<file path="src/decpd_regs.svh">
`ifndef DECPD_REGS_SVH
`define DECPD_REGS_SVH

// register indices; the byte address on the bus is four times the index
`define DECPD_IDX_CNT0_LO   10'h2f8
`define DECPD_IDX_CNT0_HI   10'h2f9
`define DECPD_IDX_CNT1_LO   10'h2fa
`define DECPD_IDX_CNT1_HI   10'h2fb
`define DECPD_IDX_CTRL      10'h2fc

// control register field positions
`define DECPD_CTRL_CLR0     0
`define DECPD_CTRL_CLR1     1
`define DECPD_CTRL_RUN      2
`define DECPD_CTRL_MODE     3

// reset values
`define DECPD_CNT_RESET     8'h00
`define DECPD_RUN_RESET     1'b0
`define DECPD_MODE_RESET    1'b0

// timing: system clock, low-speed oscillator and sampling dividers
`define DECPD_CLK_HZ        64'd25000000
`define DECPD_OSC_HZ        64'd32768
`define DECPD_DIV_FAST      64'd16
`define DECPD_DIV_SLOW      64'd128

// system clock cycles per noise rejector sampling period (rounded down)
`define DECPD_SAMPLE_CYCLES(div) ((`DECPD_CLK_HZ * (div)) / `DECPD_OSC_HZ)

`endif

</file>
<file path="src/decpd_pkg.sv">
package decpd_pkg;

  // noise rejector states, one-hot
  typedef enum logic [3:0]
  {
    DECPD_NR_LOW       = 4'b0001,
    DECPD_NR_RISE_PEND = 4'b0010,
    DECPD_NR_HIGH      = 4'b0100,
    DECPD_NR_FALL_PEND = 4'b1000
  } decpd_nr_state_t;

  // count mode select
  typedef enum logic
  {
    DECPD_MODE_PHASE    = 1'b0,
    DECPD_MODE_SEPARATE = 1'b1
  } decpd_mode_t;

  typedef logic [7:0] decpd_count_t;

endpackage

</file>
<file path="src/decpd_noise_rejector.sv">
`timescale 1ns/1ps

module decpd_noise_rejector
(
  input  wire logic clk,
  input  wire logic rstn,
  input  wire logic sample_tick,
  input  wire logic pin_in,
  output logic      level_out,
  output logic      rise_pulse
);

  import decpd_pkg::*;

  decpd_nr_state_t state_r;
  decpd_nr_state_t state_nxt;
  logic            level_nxt;
  logic            rise_nxt;

  // a new level is passed on only after two agreeing samples one period apart
  always_comb
  begin
    state_nxt = state_r;
    level_nxt = level_out;
    rise_nxt  = 1'b0;
    if (sample_tick)
    begin
      unique case (state_r)
        DECPD_NR_LOW:       state_nxt = pin_in ? DECPD_NR_RISE_PEND : DECPD_NR_LOW;
        DECPD_NR_RISE_PEND:
        begin
          state_nxt = pin_in ? DECPD_NR_HIGH : DECPD_NR_LOW;
          level_nxt = pin_in;
          rise_nxt  = pin_in;
        end
        DECPD_NR_HIGH:      state_nxt = pin_in ? DECPD_NR_HIGH : DECPD_NR_FALL_PEND;
        DECPD_NR_FALL_PEND:
        begin
          state_nxt = pin_in ? DECPD_NR_HIGH : DECPD_NR_LOW;
          level_nxt = pin_in;
        end
        default:            state_nxt = DECPD_NR_LOW;
      endcase
    end
  end

  // state and filtered outputs
  always_ff @(posedge clk)
  begin
    if (!rstn)
    begin
      state_r    <= DECPD_NR_LOW;
      level_out  <= 1'b0;
      rise_pulse <= 1'b0;
    end
    else
    begin
      state_r    <= state_nxt;
      level_out  <= level_nxt;
      rise_pulse <= rise_nxt;
    end
  end

  // filtered level moves only on a sampling tick
  level_on_tick_a: assert property (@(posedge clk) disable iff (!rstn)
    $changed(level_out) |-> $past(sample_tick))
    else $error("filtered level changed without a sampling tick");

  // a rise needs the pin high at this tick and at the tick before
  rise_stable_a: assert property (@(posedge clk) disable iff (!rstn)
    rise_pulse |-> $past(pin_in) && $past(state_r) == DECPD_NR_RISE_PEND)
    else $error("rise passed without a stable sampling period");

endmodule

</file>
<file path="src/decpd_top.sv">
// Contract
// - counter zero reads as low nibble at one index, high nibble at next.
// - counter one reads as low nibble at one index, high nibble at next.
// - reset loads both counters with zero.
// - count nibbles are read-only; writes leave counters unchanged.
// - writing one to control bit 0 clears counter zero; zero does nothing.
// - writing one to control bit 1 clears counter one; zero does nothing.
// - both clear bits are write-only and read back as zero.
// - readable run bit 2: one accepts pulses, zero ignores them.
// - pin levels stay readable while counting is stopped.
// - reset clears run and mode bits: stopped, phase-detection mode.
// - mode bit 3: one selects separate mode, zero phase-detection mode.
// - phase mode compares input phases, routes pulses to one counter only.
// - run changes take effect at next falling edge of sampling clock.
// - phase mode: first pin leading advances counter one, second counter zero.
// - separate mode: first pin counts in zero, second pin in one.
// - each counter is an 8-bit binary up counter.
// - inputs pass a noise rejector sampled at oscillator over 16 or 128.
//
// Design decision made here: the Avalon-MM interface to the registers.
`timescale 1ns/1ps
`include "decpd_regs.svh"

module decpd_top
#(
  parameter int unsigned ADDR_W        = 12,
  parameter bit          SLOW_SAMPLE   = 1'b0,
  parameter int unsigned SAMPLE_CYCLES = int'(SLOW_SAMPLE ?
                                          `DECPD_SAMPLE_CYCLES(`DECPD_DIV_SLOW) :
                                          `DECPD_SAMPLE_CYCLES(`DECPD_DIV_FAST))
)
(
  input  wire logic              clk,
  input  wire logic              rstn,
  input  wire logic [ADDR_W-1:0] avs_address,
  input  wire logic              avs_read,
  input  wire logic              avs_write,
  input  wire logic [31:0]       avs_writedata,
  input  wire logic [3:0]        avs_byteenable,
  output logic      [31:0]       avs_readdata,
  output logic                   avs_waitrequest,
  input  wire logic              pulse_input_a,
  input  wire logic              pulse_input_b,
  output logic      [1:0]        pin_level,
  output logic                   count_run_active
);

  import decpd_pkg::*;

  localparam int unsigned SCNT_W = (SAMPLE_CYCLES > 1) ? $clog2(SAMPLE_CYCLES) : 1;
  localparam logic [SCNT_W-1:0] SCNT_LAST = SCNT_W'(SAMPLE_CYCLES - 1);

  // register hit: word-aligned byte address equal to four times the index
  function automatic logic reg_hit(input logic [ADDR_W-1:0] addr, input logic [9:0] idx);
    reg_hit = (addr[ADDR_W-1:2] == (ADDR_W-2)'(idx)) && (addr[1:0] == 2'b00);
  endfunction

  // eight-bit increment with silent wrap
  function automatic decpd_count_t cnt_inc(input decpd_count_t c);
    cnt_inc = c + 8'h01;
  endfunction

  logic [SCNT_W-1:0] samp_cnt_r;
  logic              samp_tick;
  logic              run_r;
  decpd_mode_t       mode_r;
  logic              run_act_r;
  decpd_count_t      cnt0_r;
  decpd_count_t      cnt0_nxt;
  decpd_count_t      cnt1_r;
  decpd_count_t      cnt1_nxt;
  logic              a_lvl;
  logic              a_rise;
  logic              b_lvl;
  logic              b_rise;
  logic              wait_nxt;
  logic [31:0]       rdata_nxt;

  // sampling clock: a falling edge each time the divider wraps
  assign samp_tick = (samp_cnt_r == SCNT_LAST);

  always_ff @(posedge clk)
  begin
    if (!rstn)
      samp_cnt_r <= '0;
    else
      samp_cnt_r <= samp_tick ? '0 : samp_cnt_r + SCNT_W'(1);
  end

  // both pins go through their own rejector
  decpd_noise_rejector u_nr_a
  (
    .clk         (clk),
    .rstn        (rstn),
    .sample_tick (samp_tick),
    .pin_in      (pulse_input_a),
    .level_out   (a_lvl),
    .rise_pulse  (a_rise)
  );

  decpd_noise_rejector u_nr_b
  (
    .clk         (clk),
    .rstn        (rstn),
    .sample_tick (samp_tick),
    .pin_in      (pulse_input_b),
    .level_out   (b_lvl),
    .rise_pulse  (b_rise)
  );

  // bus decode: a write takes effect at the edge where waitrequest is low
  wire wr_take  = avs_write & ~avs_waitrequest & avs_byteenable[0];
  wire req_new  = (avs_read | avs_write) & avs_waitrequest;
  wire hit_c0lo = reg_hit(avs_address, `DECPD_IDX_CNT0_LO);
  wire hit_c0hi = reg_hit(avs_address, `DECPD_IDX_CNT0_HI);
  wire hit_c1lo = reg_hit(avs_address, `DECPD_IDX_CNT1_LO);
  wire hit_c1hi = reg_hit(avs_address, `DECPD_IDX_CNT1_HI);
  wire hit_ctrl = reg_hit(avs_address, `DECPD_IDX_CTRL);
  wire ctrl_wr  = wr_take & hit_ctrl;
  wire clr0     = ctrl_wr & avs_writedata[`DECPD_CTRL_CLR0];
  wire clr1     = ctrl_wr & avs_writedata[`DECPD_CTRL_CLR1];

  // pulse routing by mode; a simultaneous rise leads neither way
  wire a_leads  = a_rise & ~b_lvl;
  wire b_leads  = b_rise & ~a_lvl;
  wire sep_mode = (mode_r == DECPD_MODE_SEPARATE);
  wire inc0     = run_act_r & (sep_mode ? a_rise : b_leads);
  wire inc1     = run_act_r & (sep_mode ? b_rise : a_leads);

  // counters: clear wins over a pulse in the same cycle
  assign cnt0_nxt = clr0 ? `DECPD_CNT_RESET : (inc0 ? cnt_inc(cnt0_r) : cnt0_r);
  assign cnt1_nxt = clr1 ? `DECPD_CNT_RESET : (inc1 ? cnt_inc(cnt1_r) : cnt1_r);

  always_ff @(posedge clk)
  begin
    if (!rstn)
    begin
      cnt0_r <= `DECPD_CNT_RESET;
      cnt1_r <= `DECPD_CNT_RESET;
    end
    else
    begin
      cnt0_r <= cnt0_nxt;
      cnt1_r <= cnt1_nxt;
    end
  end

  // control bits; nibble indices have no write path
  always_ff @(posedge clk)
  begin
    if (!rstn)
    begin
      run_r  <= `DECPD_RUN_RESET;
      mode_r <= decpd_mode_t'(`DECPD_MODE_RESET);
    end
    else if (ctrl_wr)
    begin
      run_r  <= avs_writedata[`DECPD_CTRL_RUN];
      mode_r <= decpd_mode_t'(avs_writedata[`DECPD_CTRL_MODE]);
    end
  end

  // run reaches the counting path only at a sampling clock falling edge
  always_ff @(posedge clk)
  begin
    if (!rstn)
      run_act_r <= `DECPD_RUN_RESET;
    else if (samp_tick)
      run_act_r <= run_r;
  end

  // read mux: nibbles in the low bits, clear bits read zero, unmapped reads zero
  always_comb
  begin
    rdata_nxt = 32'h0000_0000;
    if (hit_c0lo)
      rdata_nxt[3:0] = cnt0_r[3:0];
    else if (hit_c0hi)
      rdata_nxt[3:0] = cnt0_r[7:4];
    else if (hit_c1lo)
      rdata_nxt[3:0] = cnt1_r[3:0];
    else if (hit_c1hi)
      rdata_nxt[3:0] = cnt1_r[7:4];
    else if (hit_ctrl)
    begin
      rdata_nxt[`DECPD_CTRL_MODE] = mode_r;
      rdata_nxt[`DECPD_CTRL_RUN]  = run_r;
    end
  end

  // one wait cycle per request, then one cycle with waitrequest low
  assign wait_nxt = ~req_new;

  always_ff @(posedge clk)
  begin
    if (!rstn)
    begin
      avs_waitrequest <= 1'b1;
      avs_readdata    <= 32'h0000_0000;
    end
    else
    begin
      avs_waitrequest <= wait_nxt;
      if (avs_read & req_new)
        avs_readdata <= rdata_nxt;
    end
  end

  // pin levels straight from the pins, independent of run
  always_ff @(posedge clk)
  begin
    if (!rstn)
    begin
      pin_level        <= 2'b00;
      count_run_active <= 1'b0;
    end
    else
    begin
      pin_level        <= {pulse_input_b, pulse_input_a};
      count_run_active <= run_act_r;
    end
  end

  // reset leaves counters zero and control stopped in phase mode
  reset_state_a: assert property (@(posedge clk)
    $past(!rstn) |-> cnt0_r == 8'h00 && cnt1_r == 8'h00 && !run_r && !mode_r)
    else $error("state not cleared by reset");

  // a clear write zeroes counter zero at the taking edge
  clear_zero_a: assert property (@(posedge clk) disable iff (!rstn)
    $past(clr0) |-> cnt0_r == 8'h00)
    else $error("counter zero not cleared");

  // a zero in the counter-one clear bit leaves it alone
  clear_one_a: assert property (@(posedge clk) disable iff (!rstn)
    $past(ctrl_wr && !avs_writedata[1] && !inc1) |-> $stable(cnt1_r))
    else $error("counter one changed without cause");

  // clear bits always read back as zero
  clear_rd_zero_a: assert property (@(posedge clk) disable iff (!rstn)
    avs_read && !avs_waitrequest && hit_ctrl |-> avs_readdata[1:0] == 2'b00)
    else $error("clear bits read nonzero");

  // counter zero high nibble reads the state at the request's first edge
  nibble_read_a: assert property (@(posedge clk) disable iff (!rstn)
    avs_read && !avs_waitrequest && hit_c0hi |-> avs_readdata == {28'h0, $past(cnt0_r[7:4])})
    else $error("counter zero high nibble read wrong");

  // writes to counter-zero nibbles never move it
  nibble_ro_a: assert property (@(posedge clk) disable iff (!rstn)
    $past(wr_take && (hit_c0lo || hit_c0hi) && !inc0) |-> $stable(cnt0_r))
    else $error("nibble write altered counter zero");

  // while stopped no counter moves except by clear
  stopped_hold_a: assert property (@(posedge clk) disable iff (!rstn)
    $past(!run_act_r && !clr0 && !clr1) |-> $stable(cnt0_r) && $stable(cnt1_r))
    else $error("counter moved while stopped");

  // run takes effect only at a sampling falling edge
  run_sync_a: assert property (@(posedge clk) disable iff (!rstn)
    $changed(run_act_r) |-> $past(samp_tick) && run_act_r == $past(run_r))
    else $error("run changed off the sampling edge");

  // phase mode routes a leading first pin to counter one
  phase_route_a: assert property (@(posedge clk) disable iff (!rstn)
    run_act_r && !sep_mode && a_rise && !b_lvl && !clr1 |=> cnt1_r == cnt_inc($past(cnt1_r)))
    else $error("phase mode routing wrong");

  // separate mode counts first pin pulses in counter zero, wrapping silently
  separate_route_a: assert property (@(posedge clk) disable iff (!rstn)
    run_act_r && sep_mode && a_rise && !clr0 |=> cnt0_r == cnt_inc($past(cnt0_r)))
    else $error("separate mode routing wrong");

  // pin levels follow the pins with one cycle of delay
  pin_follow_a: assert property (@(posedge clk) disable iff (!rstn)
    ##1 pin_level == $past({pulse_input_b, pulse_input_a}))
    else $error("pin level readback wrong");

  // a clear write zeroes counter one at the taking edge
  clear_one_zero_a: assert property (@(posedge clk) disable iff (!rstn)
    $past(clr1) |-> cnt1_r == 8'h00)
    else $error("counter one not cleared");

  // a zero in the counter-zero clear bit leaves it alone
  clear_zero_keep_a: assert property (@(posedge clk) disable iff (!rstn)
    $past(ctrl_wr && !avs_writedata[0] && !inc0) |-> $stable(cnt0_r))
    else $error("counter zero changed without cause");

  // counter zero low nibble reads the state at the request's first edge
  cnt0_lo_read_a: assert property (@(posedge clk) disable iff (!rstn)
    avs_read && !avs_waitrequest && hit_c0lo |-> avs_readdata == {28'h0, $past(cnt0_r[3:0])})
    else $error("counter zero low nibble read wrong");

  // counter one low nibble reads the state at the request's first edge
  cnt1_lo_read_a: assert property (@(posedge clk) disable iff (!rstn)
    avs_read && !avs_waitrequest && hit_c1lo |-> avs_readdata == {28'h0, $past(cnt1_r[3:0])})
    else $error("counter one low nibble read wrong");

  // counter one high nibble reads the state at the request's first edge
  cnt1_hi_read_a: assert property (@(posedge clk) disable iff (!rstn)
    avs_read && !avs_waitrequest && hit_c1hi |-> avs_readdata == {28'h0, $past(cnt1_r[7:4])})
    else $error("counter one high nibble read wrong");

  // run and mode read back as held
  ctrl_read_a: assert property (@(posedge clk) disable iff (!rstn)
    avs_read && !avs_waitrequest && hit_ctrl |-> avs_readdata[3:2] == $past({sep_mode, run_r}))
    else $error("control bits read wrong");

  // a control write loads run and mode at the answer edge
  ctrl_take_a: assert property (@(posedge clk) disable iff (!rstn)
    $past(ctrl_wr) |-> {sep_mode, run_r} == $past(avs_writedata[3:2]))
    else $error("control write not taken");

  // writes to counter-one nibbles never move it
  one_nibble_ro_a: assert property (@(posedge clk) disable iff (!rstn)
    $past(wr_take && (hit_c1lo || hit_c1hi) && !inc1) |-> $stable(cnt1_r))
    else $error("nibble write altered counter one");

  // phase mode: a leading first pin leaves counter zero alone
  phase_single_a: assert property (@(posedge clk) disable iff (!rstn)
    run_act_r && !sep_mode && a_rise && !b_lvl && !clr0 |=> $stable(cnt0_r))
    else $error("phase mode advanced both counters");

  // phase mode: a leading second pin advances counter zero
  phase_b_lead_a: assert property (@(posedge clk) disable iff (!rstn)
    run_act_r && !sep_mode && b_rise && !a_lvl && !clr0 |=> cnt0_r == cnt_inc($past(cnt0_r)))
    else $error("phase mode second pin routing wrong");

  // separate mode: second pin pulses advance counter one
  separate_b_a: assert property (@(posedge clk) disable iff (!rstn)
    run_act_r && sep_mode && b_rise && !clr1 |=> cnt1_r == cnt_inc($past(cnt1_r)))
    else $error("separate mode second pin routing wrong");

  // counter zero wraps from all ones to zero
  cnt0_wrap_a: assert property (@(posedge clk) disable iff (!rstn)
    run_act_r && sep_mode && a_rise && !clr0 && cnt0_r == 8'hff |=> cnt0_r == 8'h00)
    else $error("counter zero did not wrap");

  // run seen by the counting path holds between sampling edges
  run_hold_a: assert property (@(posedge clk) disable iff (!rstn)
    !samp_tick |=> $stable(run_act_r))
    else $error("run moved between sampling edges");

endmodule

</file>
<file path="config.mk">
export PLATFORM = sky130hd
export DESIGN_NAME = decpd_top
export DESIGN_NICKNAME = d
export VERILOG_FILES = /design/src/decpd_pkg.sv /design/src/decpd_noise_rejector.sv /design/src/decpd_top.sv
export VERILOG_INCLUDE_DIRS = /design/src
export SDC_FILE = /design/constraint.sdc
export NUM_CORES = 1
export LEC_CHECK = 0
export BUFFER_PORTS_ARGS = -buffer_cell sky130_fd_sc_hd__buf_2
export CAP_MARGIN = 15
export CORE_ASPECT_RATIO = 1.1
export CORE_UTILIZATION = 45
export DETAILED_ROUTE_END_ITERATION = 12
export PLACE_DENSITY = 0.76
export SYNTH_ARGS = -nofsm -noshare
export SYNTH_HDL_FRONTEND = slang
export SYNTH_SLANG_ARGS = --single-unit
</file>
<file path="constraint.sdc">
create_clock -name clk -period 4.9 [get_ports clk]
set_input_delay 0 -clock clk [delete_from_list [all_inputs] [get_ports clk]]
set_output_delay 0 -clock clk [all_outputs]
set_load 0.005 [all_outputs]
</file>
### Yosys cells after proc, flatten, opt, wreduce, memory -nomap -nowiden

Index checks and enable logic that the tools add are counted.

* input port bits: 54
* logic and storage cells: 81
* register bits after elaboration: 53
* output and inout bits: 36

* equal/unequal tests: 14
* multiplexer cells: 16
* reduce and logical (&&, ||, !) cells: 15
* add/subtract/negate cells: 3
* bitwise logic cells: 17

Operators by type and width (count)
* equality test 10 bit (second input constant): 5
* case mux 4 bit (3 select lines): 2
* two-way mux 4 bit: 5
* adder 8 x 1 -> 8 bit (second input constant): 2
* adder 14 x 1 -> 14 bit (second input constant): 1
* equality test 14 bit (second input constant): 1
* bitwise AND 1 bit: 11
* two-way mux 2 bit: 5
* OR reduction 2 bit: 5
* equality test 4 x 1 -> 1 bit (second input constant): 2
* equality test 4 x 2 -> 1 bit (second input constant): 2
* equality test 4 x 3 -> 1 bit (second input constant): 2
* equality test 4 bit (second input constant): 2
* two-way mux 3 bit: 2
* AND reduction 3 bit: 2
* logical AND 1 bit: 5
* inverter 1 bit: 5
* AND reduction 2 bit: 2
* logical NOT 2 bit: 1
* two-way mux 1 bit: 2
* OR 1 bit: 1

### Depth between registers and ports, before layout

* depth in word-level cells: 7
* gate-level depth with buffers: 8
* depth with buffers taken out: 7

### By module

From an unflattened synthesis, not the netlist that was laid out.

* cell total of the unflattened synthesis: 315
* area total of the unflattened synthesis: 2808.9 sq um

By module, submodules not included
* decpd_top: sequential area each 820.8 sq um, instances 1, cells an instance 251, area an instance 2218.4 sq um
* decpd_noise_rejector: sequential area each 120.1 sq um, instances 2, cells an instance 32, area an instance 295.3 sq um

### Worst setup path after synthesis

No wires, ideal clock.

* path type: reg2reg
* start point: register samp_cnt_r[0]
* end point: register samp_cnt_r[10]
* data required time: 4.785 ns
* setup slack: 3.092 ns
* setup time: 0.115 ns
* cell stages (with the launch flop): 9
* period minus slack after synthesis: 1.808 ns
* path buffers: 2
* arrival time: 1.693 ns
* path through: dfxtp_1 > inv_1 > ha_1 > nand4bb_4 > or4_4 > buf_6 > nand2_1 > buf_4 > nor2_1

* cells in the longest elaborated chain, start to end: 2
* elaborated cells on any way between the ends: 3
* those cells by class: add/sub (1); eq/ne (1); reduce/logical (1)

RTL lines
* start: declaration: line decpd_top.sv:63 `logic [SCNT_W-1:0] samp_cnt_r;`
* start signal: assignment: line decpd_top.sv:87 `samp_cnt_r <= samp_tick ? '0 : samp_cnt_r + SCNT_W'(1);`
* parallel branches: the longest is 2 deep, another holds adder 14 x 1 -> 14 bit

Several ways; the timed one is not identified.
A chain may end at the register's enable or synchronous reset.

### Worst setup path in the final report

* start point: register samp_cnt_r[0]
* end point: register samp_cnt_r[3]

Same word-level chain as after synthesis.

==> results.tsv <==
metric	value	unit
outcome	complete, no violations	
maxSlewHeadroom	59.3	%
core	0.00591	mm^2
antenna_found_initial	0	
cp.depth	6	
fin_area	0.00310	mm^2
worstPathRequired	5080	ps
ys_ff_latch	53	
synth-edff-count	0	
dpl_cell_area	0.00291	mm^2
avgViaCountPerCell	4.99	
boundaryPins	90	
period_share	41.0	%
die_y	85.1	um
routed_wl	5140	um
fp.dieW	77.5	um
antenna_cells	0	
irDropWorstVdd	0.139	mV
num_rows	29	
area_delta_synth_final	9.65	%
nets	412	
cts_tree	yes	
grt_max_degree	27	
cts.clk_slew.worst_paths	90	ps
async_flop_share	0	%
syn_area_per_cell	8.86	um^2
min_period	2010	ps
cts_buffers	5	
path_cells	inv_1 -> ha_1 -> nand4bb_4 -> or4_4 -> nand2_1 -> nor2_1	
rsz0062_at_grt	false	
holdPathStages	2	
skew	6.41	ps
max_freq	0.497	GHz
dpl.cell_count	419	
synth.distinct_cells	45	
grt_first_pass_wirelength	8560	um
grt_use_total	16.0	%
yosysWarnings	0	
clk_latency	300	ps
slowest_delay	650	ps
htreeDepth	2	
leakage	1.24	nW
synth_area	0.00283	mm^2
cts.path.max_buffers	2	
vias	2155	
timing.setup.tns	0	ps
powerDensity	267	mW/mm^2
final_cells	432	
crit_family	simple AND/OR/NAND/NOR gates	
die-area	0.00660	mm^2
ys_seq_area_share	37.6	%
hold_ws	36.7	ps
post_cts_resized	0	
routabilityCongestion	0.816	
place_hpwl	3710	um
drcViolationCount	0	
final-setup-viol-count	0	
drt-initial-drc-count	52	
criticalPathCategory	flip-flop to flip-flop	
hold_class	input port to flip-flop	
first_pass_iters	4	
grt_pass1_vias	1992	
cts_sinks	53	
hold_viol_final	0	
worstPathArrival	2190	ps
overflow	0	
ant_nets	0	
start_kind	flip-flop	
wl_per_cell	11.9	um
critPathSlowestCell	or4_4	
synthFlopType	dfxtp_1	
ctsRootBufferMaster	clkbuf_8	
max_cap_violations	0	
syn_inst	319	
worst_pin_slew	606	ps
worstSetupEndpointType	flip-flop	
layout-drive-gt1-share	15.2	%
finalMaxSlewViolations	0	
path_buf_inv	1	
r2r_cells	6	
start_util	47.8	%
port_buffers	30	
cp_max_fo	14	
[cells in the final DEF, fill, tap and decap left out, types with 4 or more instances in the layout]
cell | synthesis | layout
nor3_1 | 9 | 9
nand4_1 | 7 | 7
dfxtp_1 | 53 | 53
nor2b_1 | 10 | 10
and2_1 | 6 | 6
nand3_1 | 13 | 13
nand2b_1 | 7 | 7
buf_2 | 0 | 30
mux2i_1 | 6 | 6
xor2_1 | 20 | 20
conb_1 | 1 | 28
nand2_1 | 29 | 29
ha_1 | 4 | 4
inv_1 | 7 | 7
dlygate4sd3_1 | 0 | 5
clkbuf_8 | 0 | 5
nor2_1 | 39 | 39
xnor2_1 | 8 | 8
nand3b_1 | 4 | 4
o21ai_0 | 10 | 10
a21oi_1 | 7 | 7
[Yosys cell counts, drive strengths merged (2+ instances only)]
master | number | share of area (%)
dfxtp | 53 | 38
nor2 | 39 | 5.2
buf | 31 | 8.5
nand2 | 29 | 3.9
xor2 | 20 | 6.2
nand3 | 13 | 2.3
o21ai | 12 | 2.1
nor2b | 10 | 2.2
nor3 | 9 | 1.6
nand4 | 8 | 2.0
xnor2 | 8 | 2.5
a21oi | 7 | 1.2
inv | 7 | 0.93
nand2b | 7 | 1.5
and2 | 6 | 1.3
mux2i | 6 | 2.1
a21boi | 5 | 1.6
and3 | 4 | 0.93
ha | 4 | 1.8
nand3b | 4 | 1.1
nor4 | 4 | 1.9
and4 | 3 | 0.93
nor3b | 3 | 0.80
o211ai | 3 | 0.80
or3b | 3 | 0.93
a22o | 2 | 0.62
clkbuf | 2 | 0.27
nand4b | 2 | 0.62
nor4b | 2 | 1.7
o21a | 2 | 0.53
o221a | 2 | 0.80
o32a | 2 | 0.71
[layer usage]
metal	wire length (um)	GRT usage [%]	share of wire (%)	vias up
met5	0	0	0	-
met4	31	4.46	0.60	0
met3	199	3.23	3.9	2
met2	2590	29.6	50	46
met1	2310	18.4	45	1001
li1	-	-	-	1106
[cell families after synthesis]
kind of cell / after synthesis / synth area share (%)
AO/OA/AOI/OAI: 37 / 9.08
XOR/XNOR: 28 / 8.68
adder cells (fa/ha/maj): 4 / 1.77
buffers and inverters: 41 / 10.1
flip-flops: 53 / 37.6
multiplexers: 6 / 2.13
other: 1 / 0.133
AND/OR/NAND/NOR: 149 / 30.6
[report_power, final]
group | leakage (nW) | switching, mW | internal (mW)
sequential | 0.428 | 0.00497 | 0.435
combinational | 0.748 | 0.0291 | 0.0196
clock | 0.0681 | 0.137 | 0.203
total | 1.24 | 0.171 | 0.657
[path summary, 6_finish.rpt]
check,start,endpoint,slack [ps]
worst min-delay path,pulse_input_b,pin_level[1]$_SDFF_PN0_,40
worst max-delay path,samp_cnt_r[0]$_SDFF_PP0_,samp_cnt_r[3]$_SDFF_PP0_,2890
worst min register to register,samp_cnt_r[0]$_SDFF_PP0_,samp_cnt_r[0]$_SDFF_PP0_,470
worst max register to register,samp_cnt_r[0]$_SDFF_PP0_,samp_cnt_r[3]$_SDFF_PP0_,2890
[sequential cells by signal, summed over array words and instances, names as in the netlist]
register and cells:
u_nr_b.level_out 1, count_run_active 1, mode_r 1, u_nr_b.rise_pulse 1, pin_level 2, samp_cnt_r 14, u_nr_a.state_r 4, cnt0_r 8
avs_waitrequest 1, u_nr_b.state_r 4, run_act_r 1, u_nr_a.level_out 1, u_nr_a.rise_pulse 1, cnt1_r 8, avs_readdata 4, run_r 1
[layout make-up]
| type | count | area (um^2) |
|---|---|---|
| flip-flops and latches | 53 | 1060 |
| clock buffers | 5 | 68.8 |
| fillers | 577 | 2820 |
| inverters | 7 | 26.3 |
| repair buffers | 35 | 200 |
| multi-input cells | 252 | 1580 |
| well taps | 77 | 96.3 |
| clock inverters | 3 | 65.1 |
[repair_timing]
action	CTS	global route
hold buffers	5	0
setup buffers	0	0
endpoints found under the setup margin	0	0
hold endpoints to repair	4	0
[metrics by stage]
| stage | setup WS (ps) | util, % | power (mW) |
|---|---|---|---|
| after global routing | 2740 | 52.4 | 0.863 |
| after detailed placement | 2850 | 49.3 | 0.494 |
| after global placement | 2900 | 49.3 | 0.493 |
| final | 2890 | 52.4 | 0.829 |
| after CTS | 2830 | 52.4 | 0.837 |
| after floorplan | 3090 | - | 0.494 |
(Power assumes the default switching activity.)
